$ cat src/logic/rtcc_pkg.sv
// package: register map, field layout, reset values and helpers of the clock
package rtcc_pkg;

	localparam logic [18:0] ADDR_CTRL = 19'h7FFF8;
	localparam logic [18:0] ADDR_SEC = 19'h7FFF9;
	localparam logic [18:0] ADDR_MIN = 19'h7FFFA;
	localparam logic [18:0] ADDR_HOUR = 19'h7FFFB;
	localparam logic [18:0] ADDR_WDAY = 19'h7FFFC;
	localparam logic [18:0] ADDR_MDAY = 19'h7FFFD;
	localparam logic [18:0] ADDR_MONTH = 19'h7FFFE;
	localparam logic [18:0] ADDR_YEAR = 19'h7FFFF;
	localparam logic [15:0] ADDR_BASE_HI = 16'hFFFF;

	localparam int CTRL_WRITE_BIT = 7;
	localparam int CTRL_READ_BIT = 6;
	localparam int CTRL_SIGN_BIT = 5;
	localparam int HALT_BIT = 7;
	localparam int FT_BIT = 6;

	localparam logic [7:0] MASK_CTRL = 8'hFF;
	localparam logic [7:0] MASK_SEC = 8'h7F;
	localparam logic [7:0] MASK_MIN = 8'h7F;
	localparam logic [7:0] MASK_HOUR = 8'h3F;
	localparam logic [7:0] MASK_WDAY = 8'h07;
	localparam logic [7:0] MASK_MDAY = 8'h3F;
	localparam logic [7:0] MASK_MONTH = 8'h1F;
	localparam logic [7:0] MASK_YEAR = 8'hFF;

	localparam logic [7:0] RST_CTRL = 8'h00;
	localparam logic RST_HALT = 1'b1;
	localparam logic RST_FT = 1'b0;
	localparam logic [7:0] RST_SEC = 8'h00;
	localparam logic [7:0] RST_MIN = 8'h00;
	localparam logic [7:0] RST_HOUR = 8'h00;
	localparam logic [7:0] RST_WDAY = 8'h01;
	localparam logic [7:0] RST_MDAY = 8'h01;
	localparam logic [7:0] RST_MONTH = 8'h01;
	localparam logic [7:0] RST_YEAR = 8'h00;

	localparam logic [7:0] MAX_SEC = 8'h59;
	localparam logic [7:0] MAX_MIN = 8'h59;
	localparam logic [7:0] MAX_HOUR = 8'h23;
	localparam logic [7:0] MAX_WDAY = 8'h07;
	localparam logic [7:0] MAX_MONTH = 8'h12;
	localparam logic [7:0] MAX_YEAR = 8'h99;
	localparam logic [7:0] MIN_ZERO = 8'h00;
	localparam logic [7:0] MIN_ONE = 8'h01;

	localparam int CLK_HZ = 100000000;
	localparam int OSC_HZ = 32768;
	localparam int OSC_CYC = CLK_HZ / OSC_HZ;
	localparam logic [15:0] SEC_OSC = 16'h8000;
	localparam logic [15:0] CAL_SHORT = 16'h0080;
	localparam logic [15:0] CAL_LONG = 16'h0100;
	localparam logic [5:0] SEC_LAST = 6'h3B;
	localparam logic [5:0] CAL_CYCLE_LAST = 6'h3F;
	localparam logic [6:0] CAL_ELIG_MIN = 7'h3E;
	localparam int TEST_WAVE_BIT = 5;

	typedef struct packed {
		logic [7:0] year;
		logic [7:0] month;
		logic [7:0] mday;
		logic [7:0] wday;
		logic [7:0] hours;
		logic [7:0] minutes;
		logic [7:0] seconds;
	} rtcc_time_s;

	localparam rtcc_time_s RST_TIME = '{RST_YEAR, RST_MONTH, RST_MDAY,
		RST_WDAY, RST_HOUR, RST_MIN, RST_SEC};

	// returns {carry, next}; an out-of-range value also wraps to the floor
	function automatic logic [8:0] bcd_inc(input logic [7:0] v,
		input logic [7:0] maxv, input logic [7:0] minv);
		logic [3:0] tens;
		tens = v[7:4] + 4'h1;
		if (v >= maxv)
			bcd_inc = {1'b1, minv};
		else if (v[3:0] >= 4'h9)
			bcd_inc = {1'b0, tens, 4'h0};
		else
			bcd_inc = {1'b0, v[7:4], v[3:0] + 4'h1};
	endfunction : bcd_inc

	// leap test on a bcd year: every fourth year, 00 included
	function automatic logic [7:0] month_len(input logic [7:0] month,
		input logic [7:0] year);
		logic leap;
		leap = year[4] ? (year[3:0] == 4'h2 || year[3:0] == 4'h6) :
			(year[3:0] == 4'h0 || year[3:0] == 4'h4 || year[3:0] == 4'h8);
		case (month)
			8'h02: month_len = leap ? 8'h29 : 8'h28;
			8'h04, 8'h06, 8'h09, 8'h11: month_len = 8'h30;
			default: month_len = 8'h31;
		endcase
	endfunction : month_len

endpackage : rtcc_pkg

$ cat src/logic/rtcc_calendar.sv
// bcd time counters with carry chain and parallel load
`timescale 1ns/1ns
`default_nettype none
module rtcc_calendar (
	input wire logic mclk,
	input wire logic sys_rst,
	input wire logic ce,
	input wire logic tick,
	input wire logic load,
	input wire rtcc_pkg::rtcc_time_s load_val,
	output rtcc_pkg::rtcc_time_s cnt_ff
);
	rtcc_pkg::rtcc_time_s nxt_cnt;
	logic [8:0] s_inc, m_inc, h_inc, w_inc, d_inc, mo_inc, y_inc;

	always_comb begin
		nxt_cnt = cnt_ff;
		s_inc = rtcc_pkg::bcd_inc(cnt_ff.seconds, rtcc_pkg::MAX_SEC,
			rtcc_pkg::MIN_ZERO);
		m_inc = rtcc_pkg::bcd_inc(cnt_ff.minutes, rtcc_pkg::MAX_MIN,
			rtcc_pkg::MIN_ZERO);
		h_inc = rtcc_pkg::bcd_inc(cnt_ff.hours, rtcc_pkg::MAX_HOUR,
			rtcc_pkg::MIN_ZERO);
		w_inc = rtcc_pkg::bcd_inc(cnt_ff.wday, rtcc_pkg::MAX_WDAY,
			rtcc_pkg::MIN_ONE);
		d_inc = rtcc_pkg::bcd_inc(cnt_ff.mday,
			rtcc_pkg::month_len(cnt_ff.month, cnt_ff.year), rtcc_pkg::MIN_ONE);
		mo_inc = rtcc_pkg::bcd_inc(cnt_ff.month, rtcc_pkg::MAX_MONTH,
			rtcc_pkg::MIN_ONE);
		y_inc = rtcc_pkg::bcd_inc(cnt_ff.year, rtcc_pkg::MAX_YEAR,
			rtcc_pkg::MIN_ZERO);
		if (load) begin
			nxt_cnt = load_val;
		end else if (tick) begin
			nxt_cnt.seconds = s_inc[7:0];
			if (s_inc[8]) begin
				nxt_cnt.minutes = m_inc[7:0];
				if (m_inc[8]) begin
					nxt_cnt.hours = h_inc[7:0];
					if (h_inc[8]) begin
						nxt_cnt.wday = w_inc[7:0];
						nxt_cnt.mday = d_inc[7:0];
						if (d_inc[8]) begin
							nxt_cnt.month = mo_inc[7:0];
							if (mo_inc[8])
								nxt_cnt.year = y_inc[7:0];
						end
					end
				end
			end
		end
	end

	always_ff @(posedge mclk) begin
		if (sys_rst)
			cnt_ff <= rtcc_pkg::RST_TIME;
		else if (ce)
			cnt_ff <= nxt_cnt;
	end
endmodule : rtcc_calendar
`default_nettype wire

$ cat src/logic/rtcc_divider.sv
// oscillator divider with periodic calibration, one pulse per second
`timescale 1ns/1ns
`default_nettype none
module rtcc_divider #(
	parameter int OSC_CYC = rtcc_pkg::OSC_CYC
) (
	input wire logic mclk,
	input wire logic sys_rst,
	input wire logic ce,
	input wire logic hold,
	input wire logic restart,
	input wire logic cal_sign,
	input wire logic [4:0] cal_mag,
	output logic sec_tick_ff,
	output logic test_wave_ff
);
	logic [15:0] mcnt_ff, nxt_mcnt;
	logic [15:0] osc_ff, nxt_osc;
	logic [5:0] sec_ff, nxt_sec;
	logic [5:0] cyc_ff, nxt_cyc;
	logic nxt_tick;
	logic [15:0] period;
	logic corr;

	always_comb begin
		nxt_mcnt = mcnt_ff;
		nxt_osc = osc_ff;
		nxt_sec = sec_ff;
		nxt_cyc = cyc_ff;
		nxt_tick = 1'b0;
		// first second of an eligible minute, 2n minutes out of the first 62
		corr = (sec_ff == 6'h00) && ({1'b0, cyc_ff} < {1'b0, cal_mag, 1'b0})
			&& ({1'b0, cyc_ff} < rtcc_pkg::CAL_ELIG_MIN);
		// sign 1 splits half a /256 count, sign 0 blanks a whole one
		if (!corr)
			period = rtcc_pkg::SEC_OSC;
		else if (cal_sign)
			period = rtcc_pkg::SEC_OSC - rtcc_pkg::CAL_SHORT;
		else
			period = rtcc_pkg::SEC_OSC + rtcc_pkg::CAL_LONG;
		if (restart) begin
			// a fresh start times the first second from zero; sec_ff and cyc_ff keep their counts, so it can be corrected
			nxt_mcnt = 16'h0000;
			nxt_osc = 16'h0000;
		end else if (!hold) begin
			if (mcnt_ff >= 16'(OSC_CYC - 1)) begin
				nxt_mcnt = 16'h0000;
				if (osc_ff >= period - 16'h0001) begin
					nxt_osc = 16'h0000;
					nxt_tick = 1'b1;
					nxt_sec = (sec_ff >= rtcc_pkg::SEC_LAST) ? 6'h00 :
						sec_ff + 6'h01;
					if (sec_ff >= rtcc_pkg::SEC_LAST)
						nxt_cyc = (cyc_ff >= rtcc_pkg::CAL_CYCLE_LAST) ? 6'h00 :
							cyc_ff + 6'h01;
				end else begin
					nxt_osc = osc_ff + 16'h0001;
				end
			end else begin
				nxt_mcnt = mcnt_ff + 16'h0001;
			end
		end
	end

	always_ff @(posedge mclk) begin
		if (sys_rst) begin
			mcnt_ff <= 16'h0000;
			osc_ff <= 16'h0000;
			sec_ff <= 6'h00;
			cyc_ff <= 6'h00;
			sec_tick_ff <= 1'b0;
			test_wave_ff <= 1'b0;
		end else if (ce) begin
			mcnt_ff <= nxt_mcnt;
			osc_ff <= nxt_osc;
			sec_ff <= nxt_sec;
			cyc_ff <= nxt_cyc;
			sec_tick_ff <= nxt_tick;
			test_wave_ff <= osc_ff[rtcc_pkg::TEST_WAVE_BIT];
		end
	end
endmodule : rtcc_divider
`default_nettype wire

$ cat src/logic/rtcc_top.sv
// calendar clock top: byte-wide memory port, user registers, refresh control
`timescale 1ns/1ns
`default_nettype none
module rtcc_top #(
	parameter int OSC_CYC = rtcc_pkg::OSC_CYC
) (
	input wire logic mclk,
	input wire logic sys_rst,
	input wire logic ce,
	input wire logic [18:0] bus_addr,
	input wire logic [7:0] bus_data_in,
	input wire logic chip_en_n,
	input wire logic write_en_n,
	input wire logic out_en_n,
	output logic [7:0] bus_data_out_ff,
	output logic bus_data_oe_ff,
	output logic freq_test_out_ff
);
	logic [7:0] ctrl_ff, nxt_ctrl;
	logic oscillator_halt_bit_ff, nxt_halt;
	logic divider_test_output_bit_ff, nxt_ft;
	rtcc_pkg::rtcc_time_s usr_ff, nxt_usr;
	logic wr_act_ff;
	logic [18:0] wr_addr_ff, nxt_wr_addr;
	logic [7:0] wr_data_ff, nxt_wr_data;
	logic load_ff, nxt_load;
	logic restart_ff, nxt_restart;
	logic tick_d_ff;
	logic [7:0] nxt_dout;
	logic nxt_doe;
	logic wr_act, wr_commit, rd_act, in_map, wr_in_map;
	logic freeze;
	logic [7:0] wd;
	logic [7:0] rd_val;
	logic sec_tick, test_wave;
	rtcc_pkg::rtcc_time_s cnt;

	rtcc_divider #(
		.OSC_CYC(OSC_CYC)
	) u_div (
		.mclk(mclk),
		.sys_rst(sys_rst),
		.ce(ce),
		.hold(oscillator_halt_bit_ff),
		.restart(restart_ff),
		.cal_sign(ctrl_ff[rtcc_pkg::CTRL_SIGN_BIT]),
		.cal_mag(ctrl_ff[4:0]),
		.sec_tick_ff(sec_tick),
		.test_wave_ff(test_wave)
	);

	rtcc_calendar u_cal (
		.mclk(mclk),
		.sys_rst(sys_rst),
		.ce(ce),
		.tick(sec_tick),
		.load(load_ff),
		.load_val(usr_ff),
		.cnt_ff(cnt)
	);

	// bus decode; writes take effect on the cycle the strobe pair ends
	always_comb begin
		wr_act = !chip_en_n && !write_en_n;
		rd_act = !chip_en_n && !out_en_n && write_en_n;
		in_map = (bus_addr[18:3] == rtcc_pkg::ADDR_BASE_HI);
		wr_in_map = (wr_addr_ff[18:3] == rtcc_pkg::ADDR_BASE_HI);
		wr_commit = wr_act_ff && !wr_act && wr_in_map;
		nxt_wr_addr = wr_act ? bus_addr : wr_addr_ff;
		nxt_wr_data = wr_act ? bus_data_in : wr_data_ff;
	end

	always_ff @(posedge mclk) begin
		if (sys_rst) begin
			wr_act_ff <= 1'b0;
			wr_addr_ff <= 19'h00000;
			wr_data_ff <= 8'h00;
		end else if (ce) begin
			wr_act_ff <= wr_act;
			wr_addr_ff <= nxt_wr_addr;
			wr_data_ff <= nxt_wr_data;
		end
	end

	// register file, refresh and transfer control
	always_comb begin
		nxt_ctrl = ctrl_ff;
		nxt_halt = oscillator_halt_bit_ff;
		nxt_ft = divider_test_output_bit_ff;
		nxt_usr = usr_ff;
		wd = wr_data_ff;
		freeze = ctrl_ff[rtcc_pkg::CTRL_WRITE_BIT] ||
			ctrl_ff[rtcc_pkg::CTRL_READ_BIT];
		// one-cycle copy of every field, so a freeze can never split it
		if (tick_d_ff && !freeze && !load_ff)
			nxt_usr = cnt;
		if (wr_commit) begin
			// fixed-zero positions are masked so they always read back zero
			case (wr_addr_ff)
				rtcc_pkg::ADDR_CTRL: nxt_ctrl = wd & rtcc_pkg::MASK_CTRL;
				rtcc_pkg::ADDR_SEC: begin
					nxt_usr.seconds = wd & rtcc_pkg::MASK_SEC;
					nxt_halt = wd[rtcc_pkg::HALT_BIT];
				end
				rtcc_pkg::ADDR_MIN: nxt_usr.minutes = wd & rtcc_pkg::MASK_MIN;
				rtcc_pkg::ADDR_HOUR: nxt_usr.hours = wd & rtcc_pkg::MASK_HOUR;
				rtcc_pkg::ADDR_WDAY: begin
					nxt_usr.wday = wd & rtcc_pkg::MASK_WDAY;
					nxt_ft = wd[rtcc_pkg::FT_BIT];
				end
				rtcc_pkg::ADDR_MDAY: nxt_usr.mday = wd & rtcc_pkg::MASK_MDAY;
				rtcc_pkg::ADDR_MONTH: nxt_usr.month = wd & rtcc_pkg::MASK_MONTH;
				rtcc_pkg::ADDR_YEAR: nxt_usr.year = wd & rtcc_pkg::MASK_YEAR;
				default: nxt_usr = nxt_usr;
			endcase
		end
		// falling write flag hands the user image to the counters
		nxt_load = ctrl_ff[rtcc_pkg::CTRL_WRITE_BIT] &&
			!nxt_ctrl[rtcc_pkg::CTRL_WRITE_BIT];
		nxt_restart = (oscillator_halt_bit_ff && !nxt_halt) || nxt_load;
	end

	always_ff @(posedge mclk) begin
		if (sys_rst) begin
			ctrl_ff <= rtcc_pkg::RST_CTRL;
			oscillator_halt_bit_ff <= rtcc_pkg::RST_HALT;
			divider_test_output_bit_ff <= rtcc_pkg::RST_FT;
			usr_ff <= rtcc_pkg::RST_TIME;
			load_ff <= 1'b0;
			restart_ff <= 1'b0;
			tick_d_ff <= 1'b0;
		end else if (ce) begin
			ctrl_ff <= nxt_ctrl;
			oscillator_halt_bit_ff <= nxt_halt;
			divider_test_output_bit_ff <= nxt_ft;
			usr_ff <= nxt_usr;
			load_ff <= nxt_load;
			restart_ff <= nxt_restart;
			tick_d_ff <= sec_tick;
		end
	end

	// read path; addresses outside the clock bytes leave the bus undriven
	always_comb begin
		case (bus_addr)
			rtcc_pkg::ADDR_CTRL: rd_val = ctrl_ff;
			rtcc_pkg::ADDR_SEC: rd_val = {oscillator_halt_bit_ff,
				usr_ff.seconds[6:0]};
			rtcc_pkg::ADDR_MIN: rd_val = usr_ff.minutes;
			rtcc_pkg::ADDR_HOUR: rd_val = usr_ff.hours;
			rtcc_pkg::ADDR_WDAY: rd_val = {1'b0, divider_test_output_bit_ff,
				usr_ff.wday[5:0]};
			rtcc_pkg::ADDR_MDAY: rd_val = usr_ff.mday;
			rtcc_pkg::ADDR_MONTH: rd_val = usr_ff.month;
			rtcc_pkg::ADDR_YEAR: rd_val = usr_ff.year;
			default: rd_val = 8'h00;
		endcase
		nxt_doe = rd_act && in_map;
		nxt_dout = nxt_doe ? rd_val : 8'h00;
	end

	always_ff @(posedge mclk) begin
		if (sys_rst) begin
			bus_data_out_ff <= 8'h00;
			bus_data_oe_ff <= 1'b0;
			freq_test_out_ff <= 1'b0;
		end else if (ce) begin
			bus_data_out_ff <= nxt_dout;
			bus_data_oe_ff <= nxt_doe;
			freq_test_out_ff <= divider_test_output_bit_ff && test_wave;
		end
	end
endmodule : rtcc_top
`default_nettype wire

$ cat config.mk
export PLATFORM = sky130hd
export DESIGN_NAME = rtcc_top
export DESIGN_NICKNAME = d
export VERILOG_FILES = /design/src/logic/rtcc_pkg.sv /design/src/logic/rtcc_calendar.sv /design/src/logic/rtcc_divider.sv /design/src/logic/rtcc_top.sv
export SDC_FILE = /design/constraint.sdc
export NUM_CORES = 1
export LEC_CHECK = 0
export BUFFER_PORTS_ARGS = -buffer_cell sky130_fd_sc_hd__buf_4
export CAP_MARGIN = 20
export CORE_MARGIN = 4
export CORE_UTILIZATION = 34
export DETAILED_ROUTE_END_ITERATION = 10
export GPL_TIMING_DRIVEN = 0
export PLACE_DENSITY = 0.56
export SYNTH_ARGS = -nofsm -noshare
export SYNTH_HDL_FRONTEND = slang
export SYNTH_SLANG_ARGS = --single-unit
$ cat constraint.sdc
create_clock -name mclk -period 10.7 [get_ports mclk]
set_input_delay 0.535 -clock mclk [delete_from_list [all_inputs] [get_ports mclk]]
set_output_delay 0.535 -clock mclk [all_outputs]
set_load 0.02 [all_outputs]
==> results of run 1 <==
power by group through the flow:
stage,Clock (mW),Sequential (mW),Combinational (mW)
3_5_place_dp,0,0.805,0.0688
6_report,0.874,0.788,0.0700
5_1_grt,0.921,0.787,0.0742
3_3_place_gp,0,0.804,0.0687
2_1_floorplan,0,0.802,0.0361
4_1_cts,0.890,0.787,0.0689
per-stage QoR:
step                      total power [mW]  hold WS, ps
after floorplan                      0.838          436
after global routing                  1.78          254
after global placement               0.873          441
after CTS                             1.75          245
final                                 1.73          259
after detailed placement             0.873          450
registers in the layout, summed over array words and instances (netlist names), 6 cells and up:
register / count
u_cal.cnt_ff: 56
usr_ff: 56
wr_addr_ff: 19
u_div.mcnt_ff: 16
u_div.osc_ff: 16
bus_data_out_ff: 8
ctrl_ff: 8
wd: 8
u_div.cyc_ff: 6
u_div.sec_ff: 6
path summary, 6_finish.rpt:
kind | endpoint | slack [ps] | cells after the start
worst max-delay path | u_div.osc_ff[13]$_SDFFE_PP0P_ | 6620 | 15
worst min-delay path | wd[0]$_SDFFE_PP0P_ | 260 | 3
worst max register to register | u_div.osc_ff[13]$_SDFFE_PP0P_ | 6620 | 15
worst min register to register | wr_addr_ff[9]$_SDFFE_PP0P_ | 460 | 2
final cells by class:
class	count	area, um2	share of cell area [%]
multi-input cells	1062	6680	51.1
flip-flops and latches	209	4180	32.0
clock buffers	33	716	5.47
well taps	442	553	4.23
plain buffers	83	339	2.59
repair buffers	40	298	2.28
inverters	50	188	1.43
clock inverters	8	118	0.899
diodes	1	2.50	0.0191
worst max-delay path, cell delays in order, from the launching register on:
cell and delay [ps]:
dfxtp_1 420, inv_1 70, ha_1 290, a21o_1 160, a21o_1 170, a21o_1 170, a221o_1 390, nor2_1 230
ha_1 310, a21oi_1 140, o21ai_0 140, a221oi_2 600, nand2_1 190, o31a_1 360, buf_2 220, a21oi_1 120
metal layers:
layer,part of all wire (%),vias up,GRT usage (%)
met5,0,-,0
li1,-,5198,-
met2,44,379,32.5
met4,3.7,0,7.04
met1,46,5160,29.4
met3,6.4,80,2.34
synthesized netlist by cell type (5+ instances only):
master | n | area (um2)
a21oi_1 | 136 | 681
a22oi_1 | 9 | 67.6
nand3b_1 | 5 | 37.5
nor3b_1 | 5 | 37.5
o211ai_1 | 10 | 75.1
mux2_2 | 7 | 78.8
a221oi_1 | 11 | 96.3
mux4_2 | 9 | 203
nor2b_1 | 6 | 37.5
clkbuf_1 | 62 | 233
o21a_1 | 9 | 67.6
dfxtp_1 | 209 | 4180
o221ai_1 | 12 | 105
nand2b_1 | 21 | 131
nand4_1 | 20 | 125
or4_1 | 8 | 60.1
nand2_1 | 182 | 683
or3_1 | 14 | 87.6
a32oi_1 | 7 | 61.3
a21o_1 | 8 | 60.1
a32o_1 | 5 | 50.1
nor2_1 | 156 | 586
nand3_1 | 53 | 265
inv_1 | 49 | 184
ha_1 | 61 | 763
o31ai_1 | 8 | 60.1
mux2i_1 | 29 | 290
buf_1 | 6 | 22.5
nor3_1 | 34 | 170
xor2_1 | 9 | 78.8
buf_2 | 13 | 65.1
xnor2_1 | 16 | 140
a211oi_1 | 45 | 338
and3_1 | 7 | 43.8
o21ai_0 | 74 | 370
logic make-up (layout without fill, tap and decap cells):
logic type | after synthesis | in the layout | synth area share (%)
buffers and inverters | 133 | 214 | 4.62
xor gates and xnor gates | 25 | 25 | 1.92
AOI/OAI and AO/OA | 378 | 378 | 21.7
muxes | 45 | 45 | 5.02
other | 0 | 1 | 0
DFF | 209 | 209 | 36.7
and+or+nand+nor | 553 | 553 | 23.3
adders and majority gates | 61 | 61 | 6.70
==> impl_metrics.sql, run 1 <==
INSERT INTO impl_metrics (metric_group, metric, value, unit) VALUES
('outcome', 'status', 'completed', ''),
('setup_path', 'timing.critical_path.required', '11150', 'ps'),
('power', 'intPower', '1.34', 'mW'),
('grt', 'gr-total-overflow', '0', ''),
('sta', 'slew_viol_final', '0', ''),
('power', 'power_density', '132', 'nW/um2'),
('sta', 'final_hold_viol_count', '0', ''),
('synth', 'synth_warnings', '0', ''),
('synth', 'ys_seq_area_share', '36.7', '%'),
('power', 'net-switching-power', '0.394', 'mW'),
('die', 'floorplan.die.height', '191', 'um'),
('routing', 'final_antenna_net_count', '0', ''),
('placed_design', 'place_worst_setup_slack', '6680', 'ps'),
('clocking', 'cts-root-to-sink-buffers', '3', ''),
('setup_path', 'criticalPathCategory', 'flop to flop', ''),
('final_layout', 'layout_cells_sized_above_1', '10.0', '%'),
('placed_design', 'detailed_place_hpwl', '28500', 'um'),
('clocking', 'cts_tree', 'yes', ''),
('placed_design', 'placed_cells_incl_taps', '1886', ''),
('min_path', 'hold_path_class', 'primary input to flop', ''),
('final_layout', 'finish.net_count', '1564', ''),
('synth', 'synthDistinctLibCells', '83', ''),
('final_layout', 'filler_cell_count', '3405', ''),
('sta', 'finalWorstPathRequiredPeriod', '4080', 'ps'),
('power', 'combinationalPowerShare', '4.0', '%'),
('grt', 'via_count_of_the_first_global_routing_pass', '10137', ''),
('flow_run', 'timing.max_cap.violations', '0', ''),
('placed_design', 'dpl-instance-area', '12200', 'um2'),
('synth', 'syn_inst', '1404', ''),
('power', 'sw_share', '22.8', '%'),
('clocking', 'cts_post_setup_buffers_inserted', '0', ''),
('clocking', 'cts-resized-gates', '0', ''),
('placed_design', 'gp_congestion', '0.953', ''),
('sta', 'final.setup_skew', '23.5', 'ps'),
('die', 'design.core.area', '32800', 'um2'),
('power', 'worst_ir_drop_vdd', '116', 'uV'),
('placed_design', 'port-buffer-count', '38', ''),
('routing', 'route.vias.total', '10817', ''),
('sta', 'tightest_slew', '1050', 'ps'),
('clocking', 'htreeDepth', '1', ''),
('synth', 'synth_edf_count', '0', ''),
('routing', 'drt_pass1_iterations', '6', ''),
('routing', 'wl_per_cell', '20.0', 'um'),
('final_layout', 'final_area', '13100', 'um2'),
('clocking', 'clock_insertion_delay_worst_skew', '540', 'ps'),
('setup_path', 'cp_max_fanout', '10', ''),
('die', 'core.rowCount', '66', ''),
('clocking', 'numCtsBuffers', '24', ''),
('setup_path', 'arrival', '4530', 'ps'),
('routing', 'postRouteWirelength', '38600', 'um'),
('sta', 'max_freq', '245', 'MHz'),
('sta', 'setup_repair_after_global_routing_missed_its_margin', 'false', ''),
('routing', 'drc', '0', ''),
('synth', 'mappedNetlistArea', '11400', 'um2'),
('grt', 'grt_util_all_layers', '20.6', '%'),
('routing', 'iteration_0_drc_markers', '1154', ''),
('power', 'leakage', '4.64', 'nW'),
('synth', 'ff_latch_count_synth', '209', ''),
('final_layout', 'area_growth', '14.8', '%'),
('die', 'die_x', '191', 'um'),
('die', 'initial_utilization', '34.8', '%'),
('synth', 'syn_area_per_cell', '8.11', 'um2'),
('sta', 'min_period_over_period', '38.1', '%'),
('synth', 'synth.net_count', '1498', ''),
('final_layout', 'top_library_cells_by_usage_in_the_layout_fill_and_taps_aside', '209 x dfxtp_1, 182 x nand2_1, 156 x nor2_1', ''),
('sta', 'slew_headroom', '29.9', '%'),
('setup_path', 'reg2reg_from', 'ctrl_ff[1]$_SDFFE_PP0P_', ''),
('synth', 'synth_top_flop_cell', 'dfxtp_1', ''),
('synth', 'ys_async_sr_fraction', '0', '%'),
('routing', 'vias_per_cell', '5.61', ''),
('setup_path', 'setup.worst_path.start_class', 'flop', '');
Note: power is estimated with default switching activity, not from simulation.
==> inputs of run 2 (changes only) <==
Clock period 10.7 ns to 4 ns, I/O delays scaled along.
==> impl_metrics.sql, run 2 (synthesized netlist as in run 1, its figures left out) <==
INSERT INTO impl_metrics (metric_group, metric, value, unit) VALUES
('power', 'leakage', '4.76', 'nW'),
('routing', 'final_antenna_net_count', '0', ''),
('sta', 'setup_repair_after_global_routing_missed_its_margin', 'true', ''),
('grt', 'grt_start_max_net_pins', '13', ''),
('clocking', 'clk_pin_slew', '60', 'ps'),
('setup_path', 'arrival', '4270', 'ps'),
('flow_run', 'timing.max_cap.violations', '0', ''),
('grt', 'grt_util_all_layers', '20.7', '%'),
('clocking', 'cts_root_buffer', 'clkbuf_16', ''),
('sta', 'tightest_slew', '1050', 'ps'),
('sta', 'min_period_over_period', '95.6', '%'),
('placed_design', 'port-buffer-count', '38', ''),
('outcome', 'status', 'completed', ''),
('clocking', 'htreeDepth', '1', ''),
('routing', 'drc', '0', ''),
('die', 'boundaryPins', '43', ''),
('die', 'dieArea', '36500', 'um2'),
('final_layout', 'filler_cell_count', '3370', ''),
('power', 'pwr-share-seq', '45.3', '%'),
('final_layout', 'layout_cells_sized_above_1', '10.4', '%'),
('sta', 'max_freq', '262', 'MHz'),
('clocking', 'numCtsBuffers', '24', ''),
('setup_path', 'criticalPathCategory', 'flop to flop', ''),
('setup_path', 'worst_path_most_repeated_cell', 'a21o_1', ''),
('die', 'die_x', '191', 'um'),
('routing', 'route.vias.total', '10872', ''),
('power', 'power', '4.65', 'mW'),
('die', 'design.core.area', '32800', 'um2'),
('clocking', 'cts_tree', 'yes', ''),
('die', 'initial_utilization', '34.8', '%'),
('placed_design', 'detailed_place_hpwl', '28500', 'um'),
('final_layout', 'layout_top_registers', 'u_cal.cnt_ff x56, usr_ff x56, wr_addr_ff x19', ''),
('die', 'floorplan.die.height', '191', 'um'),
('sta', 'final.setup_skew', '22.1', 'ps'),
('grt', 'grt_antenna_before_repair', '1', ''),
('sta', 'final_hold_viol_count', '0', ''),
('sta', 'report.final.setup_viol', '0', ''),
('final_layout', 'finalCoreUtilization', '40.9', '%'),
('clocking', 'numClockSinks', '209', ''),
('grt', 'via_count_of_the_first_global_routing_pass', '10215', ''),
('power', 'net-switching-power', '1.05', 'mW'),
('die', 'core.rowCount', '66', ''),
('power', 'power_density', '347', 'nW/um2'),
('final_layout', 'most_common_library_cell_in_the_layout_ignoring_fill_and_taps', 'dfxtp_1', ''),
('final_layout', 'area_growth', '17.6', '%'),
('final_layout', 'top_library_cells_by_usage_in_the_layout_fill_and_taps_aside', '209 x dfxtp_1, 182 x nand2_1, 154 x nor2_1', ''),
('sta', 'slew_viol_final', '0', ''),
('setup_path', 'cp_cell_sequence', 'inv_1, ha_1, a21o_1, a21o_1, a21o_1, a221o_1, nand2b_1, ha_1, and4_1, or3b_4, a21oi_4, mux2_2, nor2_1', ''),
('setup_path', 'cp_max_fanout', '10', ''),
('sta', 'finalWorstPathRequiredPeriod', '3820', 'ps'),
('power', 'worst_ir_drop_vdd', '309', 'uV'),
('setup_path', 'cp-end-kind', 'flop', ''),
('placed_design', 'gp_congestion', '0.953', ''),
('setup_path', 'crit_slowest_cell', 'or3b_4', ''),
('min_path', 'hold_path_class', 'primary input to flop', ''),
('power', 'intPower', '3.59', 'mW'),
('power', 'sw_share', '22.7', '%'),
('sta', 'slew_headroom', '29.7', '%'),
('setup_path', 'critical-path-max-stage-delay', '460', 'ps'),
('power', 'combinationalPowerShare', '4.5', '%'),
('grt', 'gr-total-overflow', '0', ''),
('routing', 'wl_per_cell', '19.9', 'um'),
('setup_path', 'timing.critical_path.required', '4450', 'ps'),
('power', 'clockPowerShare', '50.2', '%'),
('grt', 'grt_first_pass_wirelength', '59700', 'um'),
('routing', 'postRouteWirelength', '38800', 'um'),
('clocking', 'cts-root-to-sink-buffers', '3', ''),
('routing', 'vias_per_cell', '5.56', ''),
('clocking', 'clock_insertion_delay_worst_skew', '530', 'ps'),
('routing', 'drt_pass1_iterations', '6', ''),
('setup_path', 'setup.worst_path.start_class', 'flop', ''),
('routing', 'iteration_0_drc_markers', '1079', ''),
('final_layout', 'finish.net_count', '1592', '');
## run 2: timing repair
item,CTS,global route
setup buffers,0,5
hold buffers,24,0
endpoints found under the setup margin,10,23
pin swaps,1,2
resized for setup,2,5
hold endpoints to repair,24,0
## run 2: worst paths after layout
kind | cells after the start | to | start | slack, ps
worst max-delay path | 13 | u_div.sec_ff[1]$_SDFFE_PP0P_ | ctrl_ff[1]$_SDFFE_PP0P_ | 180
worst min-delay path | 4 | u_cal.cnt_ff[2]$_SDFFE_PP0P_ | ce | 100
worst max register to register | 13 | u_div.sec_ff[1]$_SDFFE_PP0P_ | ctrl_ff[1]$_SDFFE_PP0P_ | 180
worst min register to register | 2 | wr_addr_ff[18]$_SDFFE_PP0P_ | wr_addr_ff[18]$_SDFFE_PP0P_ | 460
## run 2: power by group through the flow
stage | Clock [mW] | Combinational, mW | Sequential (mW)
3_3_place_gp | 0 | 0.184 | 2.15
2_1_floorplan | 0 | 0.0966 | 2.15
4_1_cts | 2.38 | 0.203 | 2.11
6_report | 2.33 | 0.208 | 2.11
3_5_place_dp | 0 | 0.184 | 2.15
5_1_grt | 2.46 | 0.220 | 2.11
## run 2: worst max-delay path, delay by kind of cell (launching register included)
| family | cells | cell delay [ps] |
|---|---|---|
| multiplexers | 1 | 370 |
| buffers and inverters | 1 | 70 |
| AND/OR/NAND/NOR | 4 | 980 |
| adder cells (fa/ha/maj) | 2 | 620 |
| AO/OA/AOI/OAI | 5 | 1270 |
| flip-flops | 1 | 410 |
## run 2: metrics by stage
| step | setup TNS [ps] | setup slack (ps) | std cells | area, um2 | hold slack (ps) |
|---|---|---|---|---|---|
| 2_1_floorplan | 0 | 544 | 1404 | 11400 | 336 |
| 3_3_place_gp | 0 | 11.6 | 1884 | 12200 | 441 |
| 3_5_place_dp | -16.8 | -16.8 | 1886 | 12200 | 450 |
| 4_1_cts | -3.82 | -3.82 | 1951 | 13300 | 85.7 |
| 5_1_grt | -8.63 | -8.63 | 1956 | 13400 | 109 |
| 6_report | 0 | 177 | 1956 | 13400 | 99.3 |
## run 2: layout make-up
cell class	instances	area, um2	area share (%)
Buffer	82	338	2.52
Timing Repair Buffer	69	588	4.39
Clock buffer	33	716	5.34
Multi-Input combinational cell	1062	6710	50.1
Antenna cell	1	2.50	0.0187
Inverter	50	188	1.40
Clock inverter	8	118	0.878
Sequential cell	209	4180	31.2
Tap cell	442	553	4.13
## run 2: metal layers
layer	routed length, um	share of wire [%]	global-route usage, %
met1	18000	46	29.5
met2	17200	44	32.8
met3	2260	5.8	2.26
met4	1390	3.6	7.07
met5	0	0	0
